`src/dsvc_pkg.sv`:
```
package dsvc_pkg;

  // register word indices (printed offsets include 0x1 and 0x2, so word
  // index * 4 is the bus byte address)
  localparam logic [12:0] IDX_COMMAND     = 13'h0000;
  localparam logic [12:0] IDX_STATUS      = 13'h0001;
  localparam logic [12:0] IDX_DEBUG_STATE = 13'h0002;
  localparam logic [12:0] IDX_START_ADDR  = 13'h0004;
  localparam logic [12:0] IDX_WORD_COUNT  = 13'h0008;
  localparam logic [12:0] IDX_DATA_WORD   = 13'h000C;
  localparam logic [12:0] IDX_IDENT1      = 13'h1FF4;
  localparam logic [12:0] IDX_IDENT2      = 13'h1FF8;
  localparam logic [12:0] IDX_IDENT3      = 13'h1FFC;

  // byte offset of index i is i*4; word address bits [14:2] hold the index
  localparam int ADDR_W = 15;

  // command register bits
  localparam int CMD_ERASE_BIT   = 4;
  localparam int CMD_SELFTEST_BIT = 3;
  localparam int CMD_CRC_BIT     = 2;
  localparam int CMD_SOFT_RESET_TRIGGER_BIT   = 0;

  // status flag bits
  localparam int ST_LOCKED_FLAG_ERR_BIT = 4;
  localparam int ST_FAIL_BIT     = 3;
  localparam int ST_BUS_ERR_BIT  = 2;
  localparam int ST_STRETCH_BIT  = 1;
  localparam int ST_DONE_BIT     = 0;
  localparam logic [4:0] STATUS_RESET = 5'h00;

  // debug state bits
  localparam int DS_HOTPLUG_BIT = 4;
  localparam int DS_MBOX1_BIT   = 3;
  localparam int DS_MBOX0_BIT   = 2;
  localparam int DS_PROBE_BIT   = 1;
  localparam int DS_LOCKED_BIT  = 0;

  localparam logic [31:0] WORD_RESET   = 32'h0000_0000;
  localparam logic [31:0] LOW2_MASK    = 32'hFFFF_FFFC;

  // identification words; values arbitrary
  localparam logic [31:0] IDENT1_VALUE = 32'h0000_0010;
  localparam logic [31:0] IDENT2_VALUE = 32'h0000_0005;
  localparam logic [31:0] IDENT3_VALUE = 32'h0000_00B1;

  // axi response codes
  localparam logic [1:0] RESP_OKAY   = 2'b00;
  localparam logic [1:0] RESP_SLVERR = 2'b10;

  // operation kinds
  typedef enum logic [2:0] {
    OP_ERASE    = 3'b001,
    OP_SELFTEST = 3'b010,
    OP_CRC      = 3'b100
  } op_kind_t;

  // start request to the memory engine
  typedef struct packed {
    logic        start;
    op_kind_t    kind;
    logic [31:0] addr;
    logic [31:0] count;
    logic [31:0] seed;
  } op_req_t;

  // report back from the memory engine
  typedef struct packed {
    logic        done;
    logic        fail;
    logic        bus_err;
    logic [31:0] result;
  } op_rsp_t;

endpackage

```
`src/debug_service_regs.sv`:
```
// Design decision made here: the AXI4-Lite register port.
`timescale 1ns/1ps
module debug_service_regs
  import dsvc_pkg::*;
(
  // clock and reset
  input  wire logic                 aclk,
  input  wire logic                 aresetn,
  // axi4-lite write address, data and response
  input  wire logic [ADDR_W-1:0]    s_axi_awaddr,
  input  wire logic                 s_axi_awvalid,
  output logic                      s_axi_awready,
  input  wire logic [31:0]          s_axi_wdata,
  input  wire logic [3:0]           s_axi_wstrb,
  input  wire logic                 s_axi_wvalid,
  output logic                      s_axi_wready,
  output logic [1:0]                s_axi_bresp,
  output logic                      s_axi_bvalid,
  input  wire logic                 s_axi_bready,
  // axi4-lite read
  input  wire logic [ADDR_W-1:0]    s_axi_araddr,
  input  wire logic                 s_axi_arvalid,
  output logic                      s_axi_arready,
  output logic [31:0]               s_axi_rdata,
  output logic [1:0]                s_axi_rresp,
  output logic                      s_axi_rvalid,
  input  wire logic                 s_axi_rready,
  // system events (same clock)
  input  wire logic                 write_guard,
  input  wire logic                 device_protected,
  input  wire logic                 cold_plug_stretch,
  input  wire logic                 probe_detect,
  input  wire logic                 clock_pin_changed,
  input  wire logic                 mailbox0_write,
  input  wire logic                 mailbox1_write,
  input  wire logic                 mailbox0_read,
  input  wire logic                 mailbox1_read,
  // memory engine
  output dsvc_pkg::op_req_t         op_req,
  input  wire dsvc_pkg::op_rsp_t    op_rsp,
  output logic                      unit_reset
);

  // register state
  logic [4:0]  op_status_flags;
  logic        hotplug_allowed_flag;
  logic        mailbox0_dirty;
  logic        mailbox1_dirty;
  logic        probe_attached_flag;
  logic        locked_flag;
  logic        locked_caught;
  logic [31:0] op_start_address;
  logic [31:0] op_word_count;
  logic [31:0] op_data_word;
  logic        busy;

  // write channel capture
  logic [ADDR_W-1:0] aw_addr;
  logic              aw_held;
  logic [31:0]       w_data;
  logic [3:0]        w_strb;
  logic              w_held;
  logic              wr_fire;
  logic [12:0]       wr_idx;
  logic              wr_hit;
  logic [12:0]       rd_idx;
  logic              rd_hit;
  logic              soft_rst;
  logic [31:0]       wmask;

  assign wr_fire  = aw_held && w_held && !s_axi_bvalid;
  assign wr_idx   = aw_addr[ADDR_W-1:2];
  assign rd_idx   = s_axi_araddr[ADDR_W-1:2];
  assign soft_rst = wr_fire && wr_hit && (wr_idx == IDX_COMMAND)
                    && w_strb[0] && w_data[CMD_SOFT_RESET_TRIGGER_BIT];

  // per-lane write mask from strobes
  genvar g;
  generate
    for (g = 0; g < 4; g++) begin : g_lane
      assign wmask[8*g+7:8*g] = {8{w_strb[g]}};
    end
  endgenerate

  // address decode, guarded writes refused
  always_comb begin
    case (wr_idx)
      IDX_COMMAND, IDX_STATUS, IDX_DEBUG_STATE, IDX_START_ADDR,
      IDX_WORD_COUNT, IDX_DATA_WORD: wr_hit = !write_guard;
      default:                       wr_hit = 1'b0;
    endcase
  end

  always_comb begin
    case (rd_idx)
      IDX_COMMAND, IDX_STATUS, IDX_DEBUG_STATE, IDX_START_ADDR,
      IDX_WORD_COUNT, IDX_DATA_WORD, IDX_IDENT1, IDX_IDENT2,
      IDX_IDENT3: rd_hit = 1'b1;
      default:    rd_hit = 1'b0;
    endcase
  end

  // write address and data accepted in either order
  always_ff @(posedge aclk) begin
    if (!aresetn) begin
      aw_held       <= 1'b0;
      aw_addr       <= '0;
      s_axi_awready <= 1'b0;
    end else if (wr_fire) begin
      aw_held       <= 1'b0;
      s_axi_awready <= 1'b0;
    end else if (s_axi_awvalid && s_axi_awready) begin
      aw_held       <= 1'b1;
      aw_addr       <= s_axi_awaddr;
      s_axi_awready <= 1'b0;
    end else begin
      s_axi_awready <= !aw_held && !s_axi_bvalid;
    end
  end

  always_ff @(posedge aclk) begin
    if (!aresetn) begin
      w_held       <= 1'b0;
      w_data       <= '0;
      w_strb       <= '0;
      s_axi_wready <= 1'b0;
    end else if (wr_fire) begin
      w_held       <= 1'b0;
      s_axi_wready <= 1'b0;
    end else if (s_axi_wvalid && s_axi_wready) begin
      w_held       <= 1'b1;
      w_data       <= s_axi_wdata;
      w_strb       <= s_axi_wstrb;
      s_axi_wready <= 1'b0;
    end else begin
      s_axi_wready <= !w_held && !s_axi_bvalid;
    end
  end

  // write response
  always_ff @(posedge aclk) begin
    if (!aresetn) begin
      s_axi_bvalid <= 1'b0;
      s_axi_bresp  <= RESP_OKAY;
    end else if (wr_fire) begin
      s_axi_bvalid <= 1'b1;
      s_axi_bresp  <= wr_hit ? RESP_OKAY : RESP_SLVERR;
    end else if (s_axi_bready) begin
      s_axi_bvalid <= 1'b0;
    end
  end

  // command decode: start pulses, forbidden commands while locked
  logic cmd_wr;
  logic any_start;
  assign cmd_wr    = wr_fire && wr_hit && (wr_idx == IDX_COMMAND)
                     && w_strb[0];
  assign any_start = cmd_wr && !soft_rst && !busy && (w_data[CMD_ERASE_BIT]
                     || w_data[CMD_SELFTEST_BIT] || w_data[CMD_CRC_BIT]);

  always_ff @(posedge aclk) begin
    if (!aresetn || soft_rst) begin
      op_req.start <= 1'b0;
      op_req.kind  <= OP_ERASE;
      busy         <= 1'b0;
    end else begin
      op_req.start <= 1'b0;
      if (any_start) begin
        if (w_data[CMD_ERASE_BIT]) begin
          op_req.start <= 1'b1;
          op_req.kind  <= OP_ERASE;
          busy         <= 1'b1;
        end else if (!locked_flag) begin
          op_req.start <= 1'b1;
          busy         <= 1'b1;
          op_req.kind  <= w_data[CMD_SELFTEST_BIT] ? OP_SELFTEST
                                                    : OP_CRC;
        end
      end else if (op_rsp.done) begin
        busy <= 1'b0;
      end
    end
  end

  // operands pass to the engine through one register stage
  always_ff @(posedge aclk) begin
    if (!aresetn) begin
      op_req.addr  <= WORD_RESET;
      op_req.count <= WORD_RESET;
      op_req.seed  <= WORD_RESET;
    end else begin
      op_req.addr  <= op_start_address;
      op_req.count <= op_word_count;
      op_req.seed  <= op_data_word;
    end
  end

  // unit reset pulse out
  always_ff @(posedge aclk) begin
    if (!aresetn) unit_reset <= 1'b0;
    else          unit_reset <= soft_rst;
  end

  // status flags: set wins over write-one clear
  logic [4:0] flag_set;
  logic [4:0] flag_clr;
  assign flag_set[ST_LOCKED_FLAG_ERR_BIT] = any_start && locked_flag
                                     && !w_data[CMD_ERASE_BIT];
  assign flag_set[ST_FAIL_BIT]     = busy && op_rsp.fail;
  assign flag_set[ST_BUS_ERR_BIT]  = busy && op_rsp.bus_err;
  assign flag_set[ST_STRETCH_BIT]  = cold_plug_stretch;
  assign flag_set[ST_DONE_BIT]     = busy && op_rsp.done;
  assign flag_clr = (wr_fire && wr_hit && wr_idx == IDX_STATUS
                     && w_strb[0]) ? w_data[4:0] : 5'h00;

  always_ff @(posedge aclk) begin
    if (!aresetn || soft_rst) op_status_flags <= STATUS_RESET;
    else op_status_flags <= (op_status_flags & ~flag_clr) | flag_set;
  end

  // debug state bits, read-only from the bus
  always_ff @(posedge aclk) begin
    if (!aresetn) begin
      hotplug_allowed_flag <= 1'b1;
      mailbox0_dirty       <= 1'b0;
      mailbox1_dirty       <= 1'b0;
      probe_attached_flag  <= 1'b0;
      locked_flag          <= 1'b0;
      locked_caught        <= 1'b0;
    end else begin
      if (clock_pin_changed) hotplug_allowed_flag <= 1'b0;
      if (mailbox0_write)     mailbox0_dirty <= 1'b1;
      else if (mailbox0_read) mailbox0_dirty <= 1'b0;
      if (mailbox1_write)     mailbox1_dirty <= 1'b1;
      else if (mailbox1_read) mailbox1_dirty <= 1'b0;
      if (probe_detect) probe_attached_flag <= 1'b1;
      if (!locked_caught) begin
        locked_caught <= 1'b1;
        locked_flag   <= device_protected;
      end
    end
  end

  // parameter registers with lane writes
  logic wr_addr_reg;
  logic wr_cnt_reg;
  logic wr_data_reg;
  assign wr_addr_reg = wr_fire && wr_hit && wr_idx == IDX_START_ADDR;
  assign wr_cnt_reg  = wr_fire && wr_hit && wr_idx == IDX_WORD_COUNT;
  assign wr_data_reg = wr_fire && wr_hit && wr_idx == IDX_DATA_WORD;

  always_ff @(posedge aclk) begin
    if (!aresetn || soft_rst) begin
      op_start_address <= WORD_RESET;
      op_word_count    <= WORD_RESET;
      op_data_word     <= WORD_RESET;
    end else begin
      if (wr_addr_reg)
        op_start_address <= ((op_start_address & ~wmask)
                             | (w_data & wmask)) & LOW2_MASK;
      if (wr_cnt_reg)
        op_word_count <= ((op_word_count & ~wmask)
                          | (w_data & wmask)) & LOW2_MASK;
      if (busy && op_rsp.done)
        op_data_word <= op_rsp.result;
      else if (wr_data_reg)
        op_data_word <= (op_data_word & ~wmask) | (w_data & wmask);
    end
  end

  // read mux, reserved bits zero
  logic [31:0] next_rdata;
  always_comb begin
    case (rd_idx)
      IDX_COMMAND:     next_rdata = 32'h0000_0000; // write-only bits
      IDX_STATUS:      next_rdata = {27'h0, op_status_flags};
      IDX_DEBUG_STATE: next_rdata = {27'h0, hotplug_allowed_flag,
                                     mailbox1_dirty, mailbox0_dirty,
                                     probe_attached_flag, locked_flag};
      IDX_START_ADDR:  next_rdata = op_start_address;
      IDX_WORD_COUNT:  next_rdata = op_word_count;
      IDX_DATA_WORD:   next_rdata = op_data_word;
      IDX_IDENT1:      next_rdata = IDENT1_VALUE;
      IDX_IDENT2:      next_rdata = IDENT2_VALUE;
      IDX_IDENT3:      next_rdata = IDENT3_VALUE;
      default:         next_rdata = 32'h0000_0000;
    endcase
  end

  // read channel: one cycle after address taken
  always_ff @(posedge aclk) begin
    if (!aresetn) begin
      s_axi_arready <= 1'b0;
      s_axi_rvalid  <= 1'b0;
      s_axi_rdata   <= '0;
      s_axi_rresp   <= RESP_OKAY;
    end else if (s_axi_arvalid && s_axi_arready) begin
      s_axi_arready <= 1'b0;
      s_axi_rvalid  <= 1'b1;
      s_axi_rdata   <= next_rdata;
      s_axi_rresp   <= rd_hit ? RESP_OKAY : RESP_SLVERR;
    end else if (s_axi_rvalid) begin
      if (s_axi_rready) s_axi_rvalid <= 1'b0;
    end else begin
      s_axi_arready <= 1'b1;
    end
  end

  // assertions
  a_start_on_erase: assert property (@(posedge aclk) disable iff (!aresetn)
    any_start && w_data[CMD_ERASE_BIT] |=> op_req.start)
    else $error("erase command did not start");
  a_locked_refuse: assert property (@(posedge aclk) disable iff (!aresetn)
    any_start && locked_flag && !w_data[CMD_ERASE_BIT]
    |=> !op_req.start && op_status_flags[ST_LOCKED_FLAG_ERR_BIT])
    else $error("locked command not refused");
  a_done_sets: assert property (@(posedge aclk) disable iff (!aresetn)
    busy && op_rsp.done && !soft_rst |=> op_status_flags[ST_DONE_BIT])
    else $error("done flag not set");
  a_clear_one: assert property (@(posedge aclk) disable iff (!aresetn)
    flag_clr[ST_FAIL_BIT] && !flag_set[ST_FAIL_BIT]
    |=> !op_status_flags[ST_FAIL_BIT])
    else $error("fail flag not cleared");
  a_set_wins: assert property (@(posedge aclk) disable iff (!aresetn)
    flag_set[ST_BUS_ERR_BIT] && !soft_rst
    |=> op_status_flags[ST_BUS_ERR_BIT])
    else $error("bus error flag lost");
  a_probe_sticky: assert property (@(posedge aclk) disable iff (!aresetn)
    probe_attached_flag |=> probe_attached_flag)
    else $error("probe flag cleared");
  a_hotplug_off: assert property (@(posedge aclk) disable iff (!aresetn)
    clock_pin_changed |=> !hotplug_allowed_flag [*3])
    else $error("hot-plug bit returned");
  a_addr_low_zero: assert property (@(posedge aclk) disable iff (!aresetn)
    op_start_address[1:0] == 2'b00 && op_word_count[1:0] == 2'b00)
    else $error("low address bits nonzero");
  a_mbox_dirty: assert property (@(posedge aclk) disable iff (!aresetn)
    mailbox0_write |=> mailbox0_dirty)
    else $error("mailbox dirty not set");
  a_guard_blocks: assert property (@(posedge aclk) disable iff (!aresetn)
    wr_fire && write_guard |=> $stable(op_data_word) || $past(busy))
    else $error("guarded write took effect");
  a_soft_reset: assert property (@(posedge aclk) disable iff (!aresetn)
    soft_rst |=> op_status_flags == STATUS_RESET && unit_reset)
    else $error("soft reset incomplete");

  c_write_resp: cover property (@(posedge aclk) s_axi_bvalid && s_axi_bready);
  c_read_resp:  cover property (@(posedge aclk) s_axi_rvalid && s_axi_rready);
  c_op_done:    cover property (@(posedge aclk) busy && op_rsp.done);
  c_locked_flag_err:   cover property (@(posedge aclk) flag_set[ST_LOCKED_FLAG_ERR_BIT]);

endmodule // debug_service_regs

```
`config.mk`:
```
export PLATFORM = sky130hd
export DESIGN_NAME = debug_service_regs
export DESIGN_NICKNAME = d
export VERILOG_FILES = /design/src/dsvc_pkg.sv /design/src/debug_service_regs.sv
export SDC_FILE = /design/constraint.sdc
export NUM_CORES = 1
export LEC_CHECK = 0
export ABC_AREA = 1
export BUFFER_PORTS_ARGS = -buffer_cell sky130_fd_sc_hd__buf_2
export CORE_MARGIN = 4
export CORE_UTILIZATION = 50
export DETAILED_ROUTE_END_ITERATION = 8
export HOLD_SLACK_MARGIN = 0.03
export PLACE_DENSITY = 0.78
export SLEW_MARGIN = 20
export SYNTH_ARGS = -nofsm -noshare
export SYNTH_HDL_FRONTEND = slang
export SYNTH_SLANG_ARGS = --single-unit
```
`constraint.sdc`:
```
create_clock -name aclk -period 3.35 [get_ports aclk]
set_input_delay 0.67 -clock aclk [delete_from_list [all_inputs] [get_ports aclk]]
set_output_delay 0.67 -clock aclk [all_outputs]
set_load 0.005 [all_outputs]
```
==> results.cfg, run 1 <==
[status]
status = finished, final reports clean

[routing]
drtAntennaViolNets = 0
drcViolationCount = 0
vias = 10279
wl_per_cell_um = 15.5
drt_wl_total_um = 31600
avgViaCountPerCell = 5.05
drt_pass1_iterations = 5
drt-initial-drc-count = 712

[clock_tree]
cts_tree = yes
holdBufCountCts = 0
cts.sinks = 291
clk_path_buf_depth = 3
clkTransAtPathRegs_ns = 0.06
clock_latency_ns = 0.55
cts_resized = 0
cts-root-buf = clkbuf_16
cts_inserted_buffers = 30
post_cts.repair.setup_buffers = 0
htree_levels = 1

[synth]
netlist_instances = 1505
ys_seq_area_share_pct = 51.3
synth_ff_type = dfxtp_1
ys_top_cells_by_area = dfxtp_1 (51%), nand2_1 (13%), inv_1 (7.3%), a21oi_1 (5.2%), o21ai_0 (4.2%)
yosysMostFrequentCell = nand2_1
yosys.area.top_type = dfxtp_1
ys_ff_latch = 291
synth.top_cell.area_share_pct = 51.3
syn_area_um2 = 11300
ys_types = 38
postSynthAreaPerCell_um2 = 7.54
ys_warn_count = 0
async_reset_ff_share_pct = 0
ys_top_cells_by_count = nand2_1 (401), dfxtp_1 (291), inv_1 (222), a21oi_1 (117), o21ai_0 (96)
synth-edff-count = 0

[die]
core_area_um2 = 22100
die_y_um = 159
initial_core_util_pct = 51.4
dieArea_um2 = 25200
num_io_pins = 259
rows = 54
die-width_um = 159

[job]
drv_cap = 0

[global_route]
grt_antenna_before_repair = 4
grt_start_max_net_pins = 76
grt_pass1_vias = 9607
grt_pass1_wl_um = 49100
grtUsageTotal_pct = 24.3
gr-total-overflow = 0

[worst_setup_path]
path_class = reg -> reg
crit_path_cell_trace = nor2_1, nand2_1, inv_1, nor2_1, inv_2, o21ai_0, a21oi_1
cp-end-kind = register
critPathLaunchType = register
timing.rr.start = s_axi_bvalid$_SDFFE_PN0P_
rrSetupSlack_ns = 0.90
worst-path-buf-inv = 2
worstPathMaxFanout = 64
crit_arrival_ns = 2.83
crit_path_top_delay_cell = inv_2
cp_data_required_time_ns = 3.73
worstRegToRegCells = 7
r2r_end = w_strb[0]$_SDFFE_PN0P_
cpPeakStageDelay_ns = 0.48
crit_family = simple AND/OR/NAND/NOR gates
cpMostUsedCell = nor2_1

[timing]
finalCritPeriodShare_pct = 73.1
rsz0062_at_grt = no
tns_ns = 0
setup_ws_ns = 0.901
skew_ns = 0.0156
tightest_slew_ns = 1.06
hold_violations = 0
max_freq_mhz = 408
setup_viol = 0
slew_headroom_pct = 29.4
slew_viol_final = 0
period_needed_ns = 2.45

[worst_hold_path]
min_to = hotplug_allowed_flag$_SDFFE_PN1P_
min_from = clock_pin_changed
hp-class = in -> reg
hold_depth = 2

[cells_and_area]
layout.cells.non_filler = 2035
final_util_pct = 62.2
multi_input_area_um2 = 4380
ff_latch_area_um2 = 5830
nFillCells = 1953
final_layout_size_suffix_gt1_share_pct = 21.4
final_nets = 1849
syn_to_final_growth_pct = 21.1

[placed_design]
dp.final_hpwl_um = 21900
placed_cells = 1980
post-place-ws_ns = 0.662
gp_congestion = 0.891
port_buffers = 248

[pwr]
vdd_drop_max_mv = 0.414
power.density_nw_per_um2 = 526
total_leakage_power_nw = 7.04
## per-layer routing
layer / vias up / share of wire, % / GRT usage, % / wire length (µm)
met5: - / 0.13 / 0 / 41
met4: 6 / 2.5 / 6.82 / 792
met3: 61 / 8.4 / 4.57 / 2640
met2: 388 / 47 / 40.8 / 14800
met1: 4655 / 42 / 32.1 / 13300
li1: 5169 / - / - / -
## cells in the final DEF (no fill, tap or decap), drive strengths merged, types with 3 or more instances in the layout
cell    netlist  routed
clkbuf       40      44
o211ai       32      32
nor2        120     120
inv         224     225
buf          33     263
nor3         14      14
nand4         8       8
nand3b        3       3
a21oi       117     117
clkinv        2       8
conb          1       6
nand3        50      50
nand2       415     415
a31oi         8       8
dfxtp       291     291
o22ai         8       8
o21ai       131     131
## cells by family (layout without fill, tap and decap cells)
| logic type | Yosys count | after routing | share of synthesized area (%) |
|---|---|---|---|
| AND/OR/NAND/NOR | 615 | 615 | 24.0 |
| AO/OA/AOI/OAI | 299 | 299 | 14.2 |
| buffers and inverters | 299 | 543 | 10.5 |
| flip-flops | 291 | 291 | 51.3 |
| other | 1 | 7 | 0.0331 |
## stage by stage
| stage | power, mW | hold WS, ns | cell area (µm²) |
|---|---|---|---|
| CTS | 7.26 | 0.313 | 13700 |
| finish | 7.22 | 0.323 | 13700 |
| floorplan | 3.89 | 0.405 | 11400 |
| global route | 7.46 | 0.332 | 13700 |
| detailed placement | 4.04 | 0.416 | 12800 |
| global placement | 4.03 | 0.413 | 12800 |
## report_power, final
part           internal, mW  total, mW  switching [mW]
Combinational         0.128      0.388           0.260
Sequential             3.52       3.58          0.0615
Clock                  1.90       3.25            1.35
Total                  5.55       7.22            1.67
## final cells by class
type                            count  share of cell area (%)
Sequential cell                   291                    42.4
Multi-Input combinational cell    920                    31.8
Timing Repair Buffer              263                    9.96
Clock buffer                       44                    6.44
Inverter                          226                    6.17
Tap cell                          280                    2.55
Clock inverter                     10                   0.628
Antenna cell                        1                  0.0182
## how the worst max path moves through the flow
stage	startpoint	endpoint	slack, ns	cells after the start
final	s_axi_bvalid$_SDFFE_PN0P_	w_strb[0]$_SDFFE_PN0P_	0.90	7
after global routing	s_axi_bvalid$_SDFFE_PN0P_	w_strb[0]$_SDFFE_PN0P_	0.57	7
after CTS	s_axi_bvalid$_SDFFE_PN0P_	w_strb[0]$_SDFFE_PN0P_	0.89	7
after detailed placement	s_axi_araddr[11]	s_axi_rdata[13]$_SDFFE_PN0P_	0.66	11
after global placement	s_axi_araddr[11]	s_axi_rdata[22]$_SDFFE_PN0P_	0.69	11
after floorplan	s_axi_araddr[3]	s_axi_rdata[17]$_SDFFE_PN0P_	1.38	13
Note: power is estimated with default switching activity, not from simulation.
==> run 2, diff against run 1 <==
Settings changed: ABC_AREA 1 to 0, CORE_UTILIZATION 50 to 48, PLACE_DENSITY 0.78 to 0.79.
Clock period 3.35 ns to 2 ns, I/O delays scaled along.
==> run 2 against run 1 <==
Non-clock buffer count is 19 higher. Core utilization is 0.056 points lower. Final cell count decreased by 19%. Hold slack got worse by 0.26 ns. Area after synthesis shrank 5.0%. Clock power grew 82%. Sequential power grew 66%. Highest routed layer unchanged. Largest cell class unchanged. Sequential share of layout area rose by 0.32 points. Wire length decreased by 9.2%. Combinational power is 47% higher. Via count decreased by 15%.
==> results.cfg, run 2 <==
[pwr]
power.density_nw_per_um2 = 911
swShare_pct = 21.5
internal_power_mw = 9.75
power_switching_mw = 2.67
power_frac_clock_pct = 47.6
seqPwrFrac_pct = 47.8
vdd_drop_max_mv = 0.643
combPwrFrac_pct = 4.6
total_power_mw = 12.4
total_leakage_power_nw = 6.45

[worst_setup_path]
cp-end-kind = register
timing.rr.start = aw_addr[8]$_SDFFE_PN0P_
worstRegToRegCells = 7
path_class = reg -> reg
cpMostUsedCell = buf_12
cpPeakStageDelay_ns = 0.33
rrSetupSlack_ns = 0.08
crit_start = aw_addr[8]$_SDFFE_PN0P_
crit_arrival_ns = 2.33
crit_path_top_delay_cell = dfxtp_2
worstPathMaxFanout = 11
critPathLaunchType = register
cp_data_required_time_ns = 2.41
crit_path_cell_trace = nor4_4, and4b_1, buf_12, buf_12, nand4_4, mux2i_1, nor2_1

[synth]
ys_ff_latch = 291
ys_warn_count = 0
async_reset_ff_share_pct = 0
synth_ff_type = dfxtp_1
postSynthAreaPerCell_um2 = 9.80
syn_area_um2 = 10800
synth.top_cell.area_share_pct = 54.0
yosys.area.top_type = dfxtp_1
ys_seq_area_share_pct = 54.0
synth-edff-count = 0
ys_top_cells_by_count = dfxtp_1 (291), nand2_1 (145), nor2_1 (109), mux2i_1 (98), and2_1 (93)
netlist_instances = 1100
ys_top_cells_by_area = dfxtp_1 (54%), mux2i_1 (9.1%), and2_1 (5.4%), nand2_1 (5.0%), nor2_1 (3.8%)
ys_types = 56
yosysMostFrequentCell = dfxtp_1

[routing]
drt_pass1_iterations = 5
drtAntennaViolNets = 0
drt_wl_total_um = 28700
vias = 8688
drt-initial-drc-count = 450
avgViaCountPerCell = 5.28
drcViolationCount = 0
wl_per_cell_um = 17.4

[clock_tree]
clk_path_buf_depth = 3
cts_tree = yes
holdBufCountCts = 0
cts.sinks = 291
cts_inserted_buffers = 29
htree_levels = 1
clock_latency_ns = 0.54
cts-root-buf = clkbuf_16
clkTransAtPathRegs_ns = 0.06

[die]
rows = 54
core_area_um2 = 22000
die_y_um = 158
dieArea_um2 = 24900
initial_core_util_pct = 49.1
die-width_um = 158
num_io_pins = 259

[cells_and_area]
nFillCells = 1816
final_nets = 1461
syn_to_final_growth_pct = 26.6
final_cell_mix = dfxtp_1 (289), buf_2 (248), nand2_1 (144)
final_util_pct = 62.1
final_layout_size_suffix_gt1_share_pct = 28.8
diodes = 0
layout.cells.non_filler = 1646
final_common_cell = dfxtp_1
fin_area_um2 = 13600

[timing]
rsz0062_at_grt = yes
tightest_slew_ns = 0.514
skew_ns = 0.0137
slew_viol_final = 0
hold_violations = 0
tns_ns = 0
finalCritPeriodShare_pct = 95.8
setup_ws_ns = 0.0833
whs_ns = 0.0589
period_needed_ns = 1.92
setup_viol = 0
slew_headroom_pct = 65.7
max_freq_mhz = 522

[global_route]
grtUsageTotal_pct = 22.1
gr-total-overflow = 0
grt_pass1_vias = 8750
grt_antenna_before_repair = 1
grt_start_max_net_pins = 66
grt_pass1_wl_um = 44600

[placed_design]
placed_cells = 1590
gp_congestion = 0.807
dp.final_hpwl_um = 19700
port_buffers = 248
post-place-ws_ns = -0.0599
place_area_um2 = 12500

[worst_hold_path]
hp-class = in -> reg

[status]
status = finished, final reports clean

[job]
drv_cap = 0
-- run 2: routing by layer --
layer	track usage [%]	share of wire, %	vias to the layer above
met5	0	0.045	-
met4	7.62	3.1	2
met3	3.91	6.2	65
met2	37.9	48	295
met1	28.1	43	4106
li1	-	-	4220
-- run 2: timing repair --
action                                  in CTS  in global routing
resized for setup                            0                 10
buffers inserted                             0                  3
endpoints found under the setup margin       0                 41
-- run 2: layout make-up --
cell class / instances / area, µm² / share of cell area, %
Clock buffer: 39 / 823 / 6.03
Clock inverter: 14 / 231 / 1.70
Inverter: 13 / 48.8 / 0.358
Multi-Input combinational cell: 727 / 4680 / 34.3
Sequential cell: 291 / 5830 / 42.7
Tap cell: 280 / 350 / 2.57
Timing Repair Buffer: 282 / 1680 / 12.3
-- run 2: kinds of logic (layout without fill, tap and decap cells) --
group                      count (synthesis)  after routing  synth area share (%)
other                                      1              6                0.0348
adders and majority gates                  1              1                0.0928
AOI/OAI and AO/OA                        188            188                  10.7
muxes                                    124            124                  11.8
and+or+nand+nor                          408            408                  19.8
buffers and inverters                     87            348                  3.53
DFF                                      291            291                  54.0
-- run 2: worst min path at each step --
stage	start	endpoint	slack (ns)	cells after the start
floorplan	aresetn	locked_caught$_DFF_P_	0.43	0
global placement	s_axi_rdata[4]$_SDFFE_PN0P_	s_axi_rdata[4]$_SDFFE_PN0P_	0.43	2
detailed placement	s_axi_rdata[4]$_SDFFE_PN0P_	s_axi_rdata[4]$_SDFFE_PN0P_	0.44	2
CTS	clock_pin_changed	hotplug_allowed_flag$_SDFFE_PN1P_	0.04	2
global route	clock_pin_changed	hotplug_allowed_flag$_SDFFE_PN1P_	0.06	2
finish	clock_pin_changed	hotplug_allowed_flag$_SDFFE_PN1P_	0.06	2
-- run 2: power groups by stage --
stage	registers [mW]	clock network (mW)	logic (mW)
global placement	6.07	0	0.555
global route	5.95	6.23	0.628
CTS	5.94	6.01	0.565
floorplan	6.05	0	0.303
detailed placement	6.07	0	0.561
finish	5.95	5.91	0.569
-- run 2: critical path, delay by kind of cell, from the launching register on --
| family | cells | cell delay (ns) |
|---|---|---|
| and+or+nand+nor | 4 | 0.89 |
| DFF | 1 | 0.33 |
| buffers and inverters | 2 | 0.29 |
| muxes | 1 | 0.27 |
